## src/design/sf_sync_pkg.sv

```systemverilog
package sf_sync_pkg;

  //////////////////////////////////////////////////////////////////////////////
  // frame geometry
  localparam int BITS_PER_FRAME   = 193;
  localparam int FRAMES_PER_SF    = 12;
  localparam int WINDOW_DEPTH     = (FRAMES_PER_SF - 1) * BITS_PER_FRAME;
  localparam int CONFIRM_FRAMES   = 12;
  localparam int J1_FREE_FRAME    = 11;
  localparam int OOF_ERR_LIMIT    = 2;
  localparam int OOF_HIST_W       = 6;
  localparam logic [11:0] SF_PATTERN = 12'h8DC;

  //////////////////////////////////////////////////////////////////////////////
  // register map
  localparam logic [7:0] ADDR_CONTROL   = 8'h00;
  localparam logic [7:0] ADDR_STATUS    = 8'h04;
  localparam logic [7:0] ADDR_ERR_COUNT = 8'h08;

  localparam int ST_OOF       = 0;
  localparam int ST_MIMIC     = 1;
  localparam int ST_MF        = 2;
  localparam int ST_FERR      = 3;
  localparam int ST_OOF_EVENT = 4;
  localparam int ST_FRAME_LSB = 8;
  localparam int ERR_COUNT_W  = 16;

  //////////////////////////////////////////////////////////////////////////////
  // types
  typedef enum logic [1:0] {
    FMT_SF    = 2'h0,
    FMT_ESF   = 2'h1,
    FMT_DM    = 2'h2,
    FMT_SLC96 = 2'h3
  } format_t;

  typedef struct packed {
    logic [1:0] oof_criterion;
    format_t    format;
    logic       j1_mode;
    logic       mimic_check_select;
    logic       framer_bypass;
  } ctrl_t;

  localparam ctrl_t CONTROL_RESET = 7'h00;

  typedef struct packed {
    logic [7:0]  addr;
    logic [31:0] wdata;
    logic        wr;
    logic        rd;
  } bus_req_t;

  typedef enum logic [1:0] {
    ST_HUNT,
    ST_CONFIRM,
    ST_LOCKED
  } sync_state_t;

endpackage : sf_sync_pkg

```

## src/design/t1_j1_superframe_sync.sv

```systemverilog
// Added by the designer: strobed register access and the register addresses.
`timescale 1ns/1ps
module t1_j1_superframe_sync (
  // clock and reset
  input  wire logic                 mclk,
  input  wire logic                 reset,
  // register port
  input  wire sf_sync_pkg::bus_req_t bus_req,
  output logic [31:0]               rdata,
  // received stream from the line decoder
  input  wire logic                 rx_bit,
  input  wire logic                 rx_bit_valid,
  // status outputs
  output logic                      out_of_frame_status,
  output logic                      mimic_seen_flag,
  output logic                      multiframe_boundary_flag,
  output logic                      framing_bit_error,
  output logic                      oof_event
);

  //////////////////////////////////////////////////////////////////////////////
  // declarations
  sf_sync_pkg::ctrl_t       ctrl;
  sf_sync_pkg::sync_state_t state;
  logic [sf_sync_pkg::WINDOW_DEPTH-1:0] window_sr;
  logic [11:0]              col;
  logic [11:0]              match;
  logic [11:0]              fill_cnt;
  logic                     hist_full;
  logic                     any_match;
  logic [3:0]               match_frame;
  logic [7:0]               bit_pos;
  logic [3:0]               frame_idx;
  logic [3:0]               next_frame;
  logic [3:0]               good_cnt;
  logic                     mimic_hit;
  logic                     search_on;
  logic                     f_bit;
  logic                     fbit_bad;
  logic [sf_sync_pkg::OOF_HIST_W-1:0] err_hist;
  logic [3:0]               err_sum;
  logic                     oof_declare;
  logic                     mimic_now;
  logic                     mf_now;
  logic                     ferr_now;
  logic                     sticky_mf;
  logic                     sticky_ferr;
  logic                     sticky_oof;
  logic [sf_sync_pkg::ERR_COUNT_W-1:0] err_count;
  logic                     wr_ctrl;
  logic                     wr_status;
  logic                     wr_count;

  //////////////////////////////////////////////////////////////////////////////
  // format and bypass gating
  always_comb begin
    search_on = 1'b0;
    if (!ctrl.framer_bypass) begin
      case (ctrl.format)
        sf_sync_pkg::FMT_SF: search_on = 1'b1;
        sf_sync_pkg::FMT_DM: search_on = !ctrl.j1_mode;
        default:             search_on = 1'b0;
      endcase
    end
  end

  //////////////////////////////////////////////////////////////////////////////
  // eleven-frame bit history
  always_ff @(posedge mclk or posedge reset) begin
    if (reset) begin
      window_sr <= '0;
    end else if (rx_bit_valid) begin
      window_sr <= {window_sr[sf_sync_pkg::WINDOW_DEPTH-2:0], rx_bit};
    end
  end

  // history fill count, no match on bits never received
  always_ff @(posedge mclk or posedge reset) begin
    if (reset) begin
      fill_cnt <= 12'h000;
    end else if (rx_bit_valid && (fill_cnt != 12'(sf_sync_pkg::WINDOW_DEPTH))) begin
      fill_cnt <= fill_cnt + 12'h001;
    end
  end

  // column of one bit position over the last twelve frames
  always_comb begin
    col[0] = rx_bit;
    for (int k = 1; k < sf_sync_pkg::FRAMES_PER_SF; k++) begin
      col[k] = window_sr[k*sf_sync_pkg::BITS_PER_FRAME-1];
    end
  end

  // match of the column against each frame phase of the pattern
  always_comb begin
    int idx;
    idx = 0;
    for (int f = 0; f < sf_sync_pkg::FRAMES_PER_SF; f++) begin
      match[f] = 1'b1;
      for (int k = 0; k < sf_sync_pkg::FRAMES_PER_SF; k++) begin
        idx = (f - k + sf_sync_pkg::FRAMES_PER_SF) % sf_sync_pkg::FRAMES_PER_SF;
        if (!(ctrl.j1_mode && idx == sf_sync_pkg::J1_FREE_FRAME) &&
            col[k] != sf_sync_pkg::SF_PATTERN[11-idx]) begin
          match[f] = 1'b0;
        end
      end
    end
  end

  always_comb begin
    hist_full   = (fill_cnt == 12'(sf_sync_pkg::WINDOW_DEPTH));
    any_match   = hist_full && (|match);
    match_frame = 4'h0;
    for (int f = sf_sync_pkg::FRAMES_PER_SF - 1; f >= 0; f--) begin
      if (match[f]) begin
        match_frame = 4'(f);
      end
    end
  end

  //////////////////////////////////////////////////////////////////////////////
  // overhead bit check
  always_comb begin
    int nf;
    nf         = (frame_idx == 4'hB) ? 0 : int'(frame_idx) + 1;
    next_frame = 4'(nf);
    f_bit      = rx_bit_valid && (bit_pos == 8'h00) && (state != sf_sync_pkg::ST_HUNT);
    fbit_bad   = (rx_bit != sf_sync_pkg::SF_PATTERN[11-nf]) &&
                 !(ctrl.j1_mode && nf == sf_sync_pkg::J1_FREE_FRAME);
    mimic_now  = rx_bit_valid && any_match && (bit_pos != 8'h00) &&
                 (state == sf_sync_pkg::ST_CONFIRM);
  end

  // error density over the last overhead bits
  always_comb begin
    int win;
    win = 4;
    case (ctrl.oof_criterion)
      2'h1:    win = 5;
      2'h2:    win = 6;
      default: win = 4;
    endcase
    err_sum = {3'h0, fbit_bad};
    for (int i = 0; i < sf_sync_pkg::OOF_HIST_W; i++) begin
      if (i < win - 1) begin
        err_sum = err_sum + {3'h0, err_hist[i]};
      end
    end
    oof_declare = f_bit && (state == sf_sync_pkg::ST_LOCKED) &&
                  (err_sum >= 4'(sf_sync_pkg::OOF_ERR_LIMIT));
    ferr_now    = f_bit && (state == sf_sync_pkg::ST_LOCKED) && fbit_bad;
    mf_now      = f_bit && (state == sf_sync_pkg::ST_LOCKED) && (next_frame == 4'h0) &&
                  !oof_declare;
  end

  //////////////////////////////////////////////////////////////////////////////
  // bit and frame counters
  always_ff @(posedge mclk or posedge reset) begin
    if (reset) begin
      bit_pos   <= 8'h00;
      frame_idx <= 4'h0;
    end else if (rx_bit_valid) begin
      if (state == sf_sync_pkg::ST_HUNT) begin
        bit_pos   <= 8'h01;
        frame_idx <= match_frame;
      end else begin
        bit_pos   <= (bit_pos == 8'(sf_sync_pkg::BITS_PER_FRAME - 1)) ? 8'h00 :
                     bit_pos + 8'h01;
        if (f_bit) begin
          frame_idx <= next_frame;
        end
      end
    end
  end

  //////////////////////////////////////////////////////////////////////////////
  // synchronisation state
  always_ff @(posedge mclk or posedge reset) begin
    if (reset) begin
      state     <= sf_sync_pkg::ST_HUNT;
      good_cnt  <= 4'h0;
      mimic_hit <= 1'b0;
    end else if (!search_on) begin
      state     <= sf_sync_pkg::ST_HUNT;
      good_cnt  <= 4'h0;
      mimic_hit <= 1'b0;
    end else if (rx_bit_valid) begin
      case (state)
        sf_sync_pkg::ST_HUNT: begin
          good_cnt  <= 4'h0;
          mimic_hit <= 1'b0;
          if (any_match) begin
            state <= sf_sync_pkg::ST_CONFIRM;
          end
        end
        sf_sync_pkg::ST_CONFIRM: begin
          if (mimic_now) begin
            mimic_hit <= 1'b1;
          end
          if (f_bit) begin
            if (fbit_bad) begin
              state <= sf_sync_pkg::ST_HUNT;
            end else if (good_cnt == 4'(sf_sync_pkg::CONFIRM_FRAMES - 1)) begin
              if (ctrl.mimic_check_select && mimic_hit) begin
                state <= sf_sync_pkg::ST_HUNT;
              end else begin
                state <= sf_sync_pkg::ST_LOCKED;
              end
            end else begin
              good_cnt <= good_cnt + 4'h1;
            end
          end
        end
        sf_sync_pkg::ST_LOCKED: begin
          if (oof_declare) begin
            state <= sf_sync_pkg::ST_HUNT;
          end
        end
        default: state <= sf_sync_pkg::ST_HUNT;
      endcase
    end
  end

  // overhead error history
  always_ff @(posedge mclk or posedge reset) begin
    if (reset) begin
      err_hist <= '0;
    end else if (state != sf_sync_pkg::ST_LOCKED) begin
      err_hist <= '0;
    end else if (f_bit) begin
      err_hist <= {err_hist[sf_sync_pkg::OOF_HIST_W-2:0], fbit_bad};
    end
  end

  //////////////////////////////////////////////////////////////////////////////
  // status outputs
  always_ff @(posedge mclk or posedge reset) begin
    if (reset) begin
      out_of_frame_status      <= 1'b1;
      multiframe_boundary_flag <= 1'b0;
      framing_bit_error        <= 1'b0;
      oof_event                <= 1'b0;
    end else begin
      if (!search_on || oof_declare) begin
        out_of_frame_status <= 1'b1;
      end else if (rx_bit_valid && f_bit && state == sf_sync_pkg::ST_CONFIRM && !fbit_bad &&
                   good_cnt == 4'(sf_sync_pkg::CONFIRM_FRAMES - 1) &&
                   !(ctrl.mimic_check_select && mimic_hit)) begin
        out_of_frame_status <= 1'b0;
      end
      multiframe_boundary_flag <= search_on && mf_now;
      framing_bit_error        <= search_on && ferr_now;
      oof_event                <= search_on && oof_declare;
    end
  end

  //////////////////////////////////////////////////////////////////////////////
  // register port
  always_comb begin
    wr_ctrl   = bus_req.wr && (bus_req.addr == sf_sync_pkg::ADDR_CONTROL);
    wr_status = bus_req.wr && (bus_req.addr == sf_sync_pkg::ADDR_STATUS);
    wr_count  = bus_req.wr && (bus_req.addr == sf_sync_pkg::ADDR_ERR_COUNT);
  end

  always_ff @(posedge mclk or posedge reset) begin
    if (reset) begin
      ctrl <= sf_sync_pkg::CONTROL_RESET;
    end else if (wr_ctrl) begin
      ctrl <= bus_req.wdata[$bits(sf_sync_pkg::ctrl_t)-1:0];
    end
  end

  // sticky flags, write one to clear, a new event wins
  always_ff @(posedge mclk or posedge reset) begin
    if (reset) begin
      mimic_seen_flag <= 1'b0;
      sticky_mf       <= 1'b0;
      sticky_ferr     <= 1'b0;
      sticky_oof      <= 1'b0;
    end else begin
      if (search_on && mimic_now) begin
        mimic_seen_flag <= 1'b1;
      end else if (wr_status && bus_req.wdata[sf_sync_pkg::ST_MIMIC]) begin
        mimic_seen_flag <= 1'b0;
      end
      if (search_on && mf_now) begin
        sticky_mf <= 1'b1;
      end else if (wr_status && bus_req.wdata[sf_sync_pkg::ST_MF]) begin
        sticky_mf <= 1'b0;
      end
      if (search_on && ferr_now) begin
        sticky_ferr <= 1'b1;
      end else if (wr_status && bus_req.wdata[sf_sync_pkg::ST_FERR]) begin
        sticky_ferr <= 1'b0;
      end
      if (search_on && oof_declare) begin
        sticky_oof <= 1'b1;
      end else if (wr_status && bus_req.wdata[sf_sync_pkg::ST_OOF_EVENT]) begin
        sticky_oof <= 1'b0;
      end
    end
  end

  // saturating framing error count, any write clears, an error wins
  always_ff @(posedge mclk or posedge reset) begin
    if (reset) begin
      err_count <= '0;
    end else if (search_on && ferr_now) begin
      if (err_count != '1) begin
        err_count <= err_count + {{(sf_sync_pkg::ERR_COUNT_W-1){1'b0}}, 1'b1};
      end
    end else if (wr_count) begin
      err_count <= '0;
    end
  end

  // read data one cycle after the strobe
  always_ff @(posedge mclk or posedge reset) begin
    if (reset) begin
      rdata <= 32'h0000_0000;
    end else begin
      rdata <= 32'h0000_0000;
      if (bus_req.rd) begin
        case (bus_req.addr)
          sf_sync_pkg::ADDR_CONTROL: begin
            rdata[$bits(sf_sync_pkg::ctrl_t)-1:0] <= ctrl;
          end
          sf_sync_pkg::ADDR_STATUS: begin
            rdata[sf_sync_pkg::ST_OOF]       <= out_of_frame_status;
            rdata[sf_sync_pkg::ST_MIMIC]     <= mimic_seen_flag;
            rdata[sf_sync_pkg::ST_MF]        <= sticky_mf;
            rdata[sf_sync_pkg::ST_FERR]      <= sticky_ferr;
            rdata[sf_sync_pkg::ST_OOF_EVENT] <= sticky_oof;
            rdata[sf_sync_pkg::ST_FRAME_LSB +: 4] <= frame_idx;
          end
          sf_sync_pkg::ADDR_ERR_COUNT: begin
            rdata[sf_sync_pkg::ERR_COUNT_W-1:0] <= err_count;
          end
          default: rdata <= 32'h0000_0000;
        endcase
      end
    end
  end

endmodule : t1_j1_superframe_sync

```

## config.mk

```make
export PLATFORM = sky130hd
export DESIGN_NAME = t1_j1_superframe_sync
export DESIGN_NICKNAME = d
export VERILOG_FILES = /design/src/design/sf_sync_pkg.sv /design/src/design/t1_j1_superframe_sync.sv
export SDC_FILE = /design/constraint.sdc
export NUM_CORES = 2
export LEC_CHECK = 0
export BUFFER_PORTS_ARGS = -buffer_cell sky130_fd_sc_hd__buf_4
export CAP_MARGIN = 0
export CORE_UTILIZATION = 55
export CTS_BUF_LIST = sky130_fd_sc_hd__clkbuf_4
export CTS_CLUSTER_SIZE = 20
export DETAILED_ROUTE_END_ITERATION = 16
export GPL_TIMING_DRIVEN = 0
export PLACE_DENSITY = 0.71
export SYNTH_ARGS = -nofsm -noshare
export SYNTH_HDL_FRONTEND = slang
export SYNTH_SLANG_ARGS = --single-unit
```

## constraint.sdc

```tcl
create_clock -name mclk -period 82.3 [get_ports mclk]
set_clock_uncertainty 0.15 [all_clocks]
set_input_delay 24.69 -clock mclk [delete_from_list [all_inputs] [get_ports mclk]]
set_output_delay 24.69 -clock mclk [all_outputs]
set_load 0.005 [all_outputs]
```

== Yosys cells after proc, flatten, opt, wreduce, memory -nomap -nowiden ==
Memories as Yosys holds them, arrays and structs flattened.
Index checks and enable logic that the tools add are counted.

* Logic and storage cells: 337
* Output and inout port bits: 37
* ROM bits: 16
* Memories: 1
* Register bits: 2223
* Input bits: 46

* Magnitude comparators: 8
* Reduce and logical (&&, ||, !) cells: 71
* Add/subtract/negate cells: 13
* Mux-type cells: 195
* Equality and inequality tests: 26

{| class="wikitable"
|+ Memories
! memory !! depth !! width !! rd ports !! clocked after memory_dff !! write ports !! RTL line !! text
|-
| (name not given) || 16 || 1 || 1 || 0 || 0 || t1_j1_superframe_sync.sv:128 || <nowiki>fbit_bad = (rx_bit != sf_sync_pkg::SF_PATTERN[11-nf]) &&</nowiki>
|}

{| class="wikitable"
|+ Operators with widths
! operator !! count
|-
| two-way mux 1 bit || 144
|-
| two-way mux 4 bit || 26
|-
| two-way mux 16 bit || 4
|-
| logical AND 1 bit || 43
|-
| adder 4 x 1 -> 4 bit || 5
|-
| inequality test 3 bit (second input constant) || 6
|-
| nonzero test 2 bit || 9
|-
| adder 16 x 1 -> 16 bit (second input constant) || 1
|-
| logical NOT 8 bit || 2
|-
| two-way mux 2 bit || 8
|-
| two-way mux 8 bit || 2
|-
| inequality test 16 bit (second input constant) || 1
|-
| one-hot mux 4 bit (2 select lines) || 2
|-
| one-hot mux 5 bit (3 select lines) || 1
|-
| adder 12 x 1 -> 12 bit (second input constant) || 1
|-
| equality test 12 bit (second input constant) || 1
|-
| two-way mux 6 bit || 2
|-
| inequality test 12 bit (second input constant) || 1
|-
| OR reduction 12 bit || 1
|-
| AND reduction 5 bit || 2
|-
| adder 8 x 1 -> 8 bit (second input constant) || 1
|-
| equality test 4 bit (second input constant) || 2
|-
| equality test 8 x 3 -> 1 bit (second input constant) || 1
|-
| equality test 8 x 4 -> 1 bit (second input constant) || 1
|-
| 31 further kinds || 46
|}

== Depth between registers and ports, before layout ==
* Depth after elaboration: 27
* Mapped depth: 25
* Depth with buffers taken out: 24

== Least setup slack after synthesis ==
OpenSTA, ideal clock, no wires.

* Path type: input port to flip-flop
* From: in rx_bit
* To: reg state[1]
* Arrival time: 28437 ps
* Data required time: 82024 ps
* Cell stages on the path: 19
* Setup slack: 53587 ps
* Path through: inv_1 > xnor2_2 > nor2_2 > inv_2 > fa_1 > inv_1 > ha_1 > clkbuf_1 > ha_1 > mux2_2 > ha_1 > ha_1 > mux2_2 > ha_1 > nor2_1 > a31oi_1 > nor3_1 > a211o_1 > a221o_1

* Cells in the longest elaborated chain, start to end: 18

{| class="wikitable"
|+ Ends and longest elaborated chain
! element !! RTL line !! text
|-
| start: declaration || t1_j1_superframe_sync.sv:11 || <nowiki>input wire logic rx_bit,</nowiki>
|-
| inequality test 1 bit || t1_j1_superframe_sync.sv:128 ||
|-
| logical AND 1 bit || t1_j1_superframe_sync.sv:128 ||
|-
| adder 1 x 1 -> 2 bit || t1_j1_superframe_sync.sv:146 || <nowiki>err_sum = err_sum + {3'h0, err_hist[i]};</nowiki>
|-
| two-way mux 4 bit || t1_j1_superframe_sync.sv:145 || <nowiki>if (i < win - 1) begin</nowiki>
|-
| adder 4 x 1 -> 4 bit || t1_j1_superframe_sync.sv:146 ||
|-
| two-way mux 4 bit || t1_j1_superframe_sync.sv:145 ||
|-
| adder 4 x 1 -> 4 bit || t1_j1_superframe_sync.sv:146 ||
|-
| two-way mux 4 bit || t1_j1_superframe_sync.sv:145 ||
|-
| [... 2 more ...] || -- ||
|-
| adder 4 x 1 -> 4 bit || t1_j1_superframe_sync.sv:146 ||
|-
| two-way mux 4 bit || t1_j1_superframe_sync.sv:145 ||
|-
| adder 4 x 1 -> 4 bit || t1_j1_superframe_sync.sv:146 ||
|-
| two-way mux 4 bit || t1_j1_superframe_sync.sv:145 ||
|-
| greater-or-equal comparator 4 x 2 -> 1 bit || t1_j1_superframe_sync.sv:150 || <nowiki>(err_sum >= 4'(sf_sync_pkg::OOF_ERR_LIMIT));</nowiki>
|-
| logical AND 1 bit || t1_j1_superframe_sync.sv:149 || <nowiki>oof_declare = f_bit && (state == sf_sync_pkg::ST_LOCKED) &&</nowiki>
|-
| inequality test 3 bit (no source line) || -- ||
|-
| AND reduction 5 bit (no source line) || -- ||
|-
| end signal: assignment || t1_j1_superframe_sync.sv:180 || <nowiki>state <= sf_sync_pkg::ST_HUNT;</nowiki>
|-
| end signal: assignment || t1_j1_superframe_sync.sv:184 || <nowiki>state <= sf_sync_pkg::ST_HUNT;</nowiki>
|-
| end signal: assignment || t1_j1_superframe_sync.sv:193 || <nowiki>state <= sf_sync_pkg::ST_CONFIRM;</nowiki>
|-
| end: declaration || t1_j1_superframe_sync.sv:24 || <nowiki>sf_sync_pkg::sync_state_t state;</nowiki>
|}

Parallel ways exist; a longest one is shown, timed or not. The select of a mux whose other input is x is not followed.
A chain may end at the register's enable or synchronous reset.

== Final worst setup path ==
Same ends and word-level chain as after synthesis.

==> summary.md <==
| Metric | Value |
|---|---|
| Avg Inst Size Synth | `16.48 µm²` |
| Slew HR | `approximately a fifth` |
| Crit path max fanout | `7` |
| Gr usage total | `between 10% and 20%` |
| Total wire length | `113.9 mm` |
| Gpl congestion | `between 0.7 and 0.8` |
| Hold-fix buffer count after cts | `0` |
| First-pass GRT wire length | `roughly 210 mm` |
| Reg2reg path depth | `24` |
| Max IR drop VDD | `about 0.015 mV` |
| Ys Warns | `0` |
| Main synth FF type | `dfrtp_1` |
| Design area | `roughly 94000 µm²` |
| Critical path's largest stage delay | `about 480 ps` |
| Reg-to-reg startpoint | `frame_idx[0]$_DFFE_PP0P_` |
| I/O pin cnt | `83` |
| Synth-to-layout area growth | `13.18%` |
| CP arrival | `a little under 30000 ps` |
| Power per standard cell area | `approximately 22 nW/µm²` |
| CP Cell Sequence | `buf_4 -> inv_1 -> xnor2_2 -> nor2_2 -> inv_2 -> fa_1 -> inv_1 -> ha_1 -> clkbuf_1 -> ha_1 -> mux2_2 -> ha_1 -> ha_1 -> mux2_2 -> ha_1 -> nor2_1 -> a31oi_1 -> nor3_1 -> a211o_1 -> a221o_1` |
| Starting Density | `55.42%` |
| CP Launch Type | `input pin` |
| Detail Placement HPWL | `71.07 mm` |
| Nets@finish | `a little under 6000` |
| Crit Path Class | `input pin to flop` |
| Number of global-route vias before repair | `45237` |
| Clock Sinks | `approximately 2200` |
| Sequential cell area fraction in the yosys report | `between 60% and 70%` |
| Initial antenna violation count | `2` |
| Worst slew pin tran | `1216 ps` |
| Cell Rows | `roughly 140` |
| Crit path time final | `~28000 ps` |
| RSZ-0062 raised after global routing | `false` |
| Clk buf depth | `4` |
| Die ar. | `152700 µm²` |
| Static Leakage | `between 40 and 50 nW` |
| Status | `complete, no violations` |
| R2R Path End | `state[1]$_DFFE_PP0P_` |
| DIE WIDTH | `between 300 and 400 µm` |
| Dpl cells | `between 7000 and 8000` |
| Critical path depth | `20` |
| Clk slew on worst S/H paths | `~70 ps` |
| Post-synth EDFFs | `0` |
| H-tree depth | `6` |
| Area of the mapped netlist | `slightly above 80000 µm²` |
| CORE AREA | `150000 µm²` |
| Slew Limit Fails | `0` |
| Layout cells sized above 1 | `about half` |
| Root Buffer | `clkbuf_4` |
| Flop-to-flop setup slack | `between 70000 and 80000 ps` |
| Hold Crit Class | `flop to flop` |
| Vias per cell | `5.105` |
| Synth Instances | `5044` |
| Worst Path Buf+Inv | `5` |
| DR pass1 iterations | `6` |
| CP endpoint | `state[1]$_DFFE_PP0P_` |
| Slowest CP cell | `fa_1` |
| Most frequent CP cell | `ha_1` |
| Cell family with most CP delay | `adder cells` |
| Yosys reg bits | `about 2200` |
| WL/cell | `14.05 µm` |
| DRC | `0` |
| Highest Clock Rate | `0.03542 GHz` |
| Post-DRT Antenna Nets | `0` |
| Layout Cells excl Fill | `a little over 8000` |
| Via count | `41381` |
| Worst setup EP type | `flop` |
| Congestion Overflow GR | `0` |
| Final hold violation count | `0` |
| Fraction of registers with async set/reset | `100.0%` |
| Post-CTS sizing | `0` |
| Most frequent cells in the layout | `2206 x dfrtp_1, 2131 x mux2_2, 813 x clkbuf_4` |
| CP Launch Point | `rx_bit` |
| WP data required | `roughly 83000 ps` |
| Count of final setup violators | `0` |
| Worst-Skew Late Latency | `approximately 1300 ps` |
| Placed instance area | `slightly below 90000 µm²` |
| Number of max-cap violations | `0` |
| Final period util | `between 30% and 40%` |
| Commonest non-fill, non-tap cell in the layout | `dfrtp_1` |
| Initial DRC count | `roughly 1300` |
| I/O Buffers | `38` |
| CTS tree | `done` |
| Setup Buffers After CTS | `0` |
| Pin count of the biggest net entering global routing | `between 40 and 50` |
| Die extent in y | `roughly 390 µm` |
| Setup_tns | `0 ps` |
| Cts bufs inserted | `571` |
| Synth cell types | `65` |
-- final cells by class --
| class | count | area [µm²] |
|---|---|---|
| Buffer | 272 | 1100 |
| Fill cell | 11238 | 55900 |
| Multi-Input combinational cell | 2554 | 26730 |
| Timing Repair Buffer | 96 | 1461 |
| Inverter | 26 | 101.3 |
| Antenna cell | 8 | 20.02 |
| Clock inverter | 114 | 782.0 |
| Tap cell | 2016 | 2522 |
| Clock buffer | 813 | 6103 |
| Sequential cell | 2207 | 55230 |
-- power breakdown --
part / internal (mW) / switching [mW]
clock: 0.491 / 0.403
combinational: 0.0369 / 0.0493
sequential: 1.10 / 0.00832
total: 1.63 / 0.460
-- flip-flops by register name (all words and copies together) (netlist names) --
| signal | count |
|---|---|
| sticky_mf | 1 |
| out_of_frame_status | 1 |
| rdata | 16 |
| ctrl | 7 |
| sticky_oof | 1 |
| multiframe_boundary_flag | 1 |
| mimic_seen_flag | 1 |
| frame_idx | 4 |
| state | 2 |
| window_sr | 2123 |
| framing_bit_error | 1 |
| bit_pos | 8 |
| err_count | 16 |
| oof_event | 1 |
| fill_cnt | 12 |
| err_hist | 6 |
| good_cnt | 4 |
| mimic_hit | 1 |
| sticky_ferr | 1 |
-- worst min path at each step --
stage,start,endpoint,slack (ps),depth (start not counted)
floorplan,fill_cnt[11]$_DFFE_PP0P_,fill_cnt[11]$_DFFE_PP0P_,290,1
global placement,fill_cnt[11]$_DFFE_PP0P_,fill_cnt[11]$_DFFE_PP0P_,310,1
detailed placement,fill_cnt[11]$_DFFE_PP0P_,fill_cnt[11]$_DFFE_PP0P_,310,1
CTS,window_sr[1421]$_DFFE_PP0P_,window_sr[1422]$_DFFE_PP0P_,300,1
global route,window_sr[815]$_DFFE_PP0P_,window_sr[816]$_DFFE_PP0P_,310,1
finish,window_sr[815]$_DFFE_PP0P_,window_sr[816]$_DFFE_PP0P_,300,1
-- synthesized netlist by cell type, drive strengths merged (2+ instances only) --
cell / number / share of area, %
clkbuf: 248 / 1.1
o21ai: 21 / 0.13
o2111ai: 9 / 0.095
a21o: 4 / 0.036
a211o: 4 / 0.042
dfrtp: 2206 / 66
nor4b: 2 / 0.021
o31ai: 3 / 0.027
a211oi: 2 / 0.024
nor2: 63 / 0.29
a22o: 2 / 0.021
and3: 19 / 0.15
o21a: 2 / 0.018
nand4: 18 / 0.14
nor3b: 2 / 0.018
or2: 2 / 0.015
a31oi: 7 / 0.071
o22ai: 5 / 0.038
nand3: 22 / 0.13
and2: 7 / 0.053
xnor2: 13 / 0.15
mux2i: 16 / 0.19
inv: 26 / 0.12
buf: 24 / 0.20
a22oi: 5 / 0.045
nand4b: 2 / 0.021
nor2b: 20 / 0.15
nand3b: 2 / 0.018
nor4: 5 / 0.045
o211ai: 2 / 0.018
ha: 26 / 0.39
xor2: 15 / 0.16
a221o: 4 / 0.048
a21oi: 20 / 0.12
nand2: 51 / 0.23
nand2b: 11 / 0.092
or3: 2 / 0.015
nor3: 8 / 0.048
mux2: 2132 / 29
-- worst reg2reg max path, stage by stage (launching register included) --
cell and delay [ps]:
dfrtp_1 480, ha_1 400, nand2b_4 70, mux2_2 300
ha_1 340, nor2b_1 210, a31oi_4 60, xnor2_2 190
nor2_2 260, inv_2 110, fa_1 480, inv_1 50
ha_1 280, clkbuf_1 120, ha_1 270, mux2_2 290
ha_1 190, ha_1 260, mux2_2 290, ha_1 300
nor2_1 50, a31oi_1 180, nor3_1 80, a211o_1 290
a221o_1 370
-- metrics by stage --
stage                     power [mW]  setup slack (ps)  utilization, %  hold slack (ps)
after floorplan                1.199             26800               -            288.1
after global placement         1.216             16850           57.33            307.2
after detailed placement       1.217             52850           58.11            311.1
after CTS                      2.134             54250           62.71            295.5
after global routing           2.201             53960           62.71            308.5
final                          2.089             54060           62.72            297.7
-- layer usage --
layer  global-route usage [%]  vias to the layer above  part of all wire (%)
met1                    21.25                    21146                    47
met3                    4.091                      213                   3.8
met4                    6.816                        0                   2.1
met5                        0                        -                     0
met2                    24.36                      577                    47
li1                         -                    19445                     -
-- logic make-up after synthesis --
kind of cell    synth area share (%)
buf+inv                        1.441
xor+xnor                      0.3041
compound gates                0.8266
simple gates                   1.465
fa+ha+maj                     0.4156
other cells                 0.004513
mux                            29.08
flops                          66.46
(Power assumes the default switching activity.)
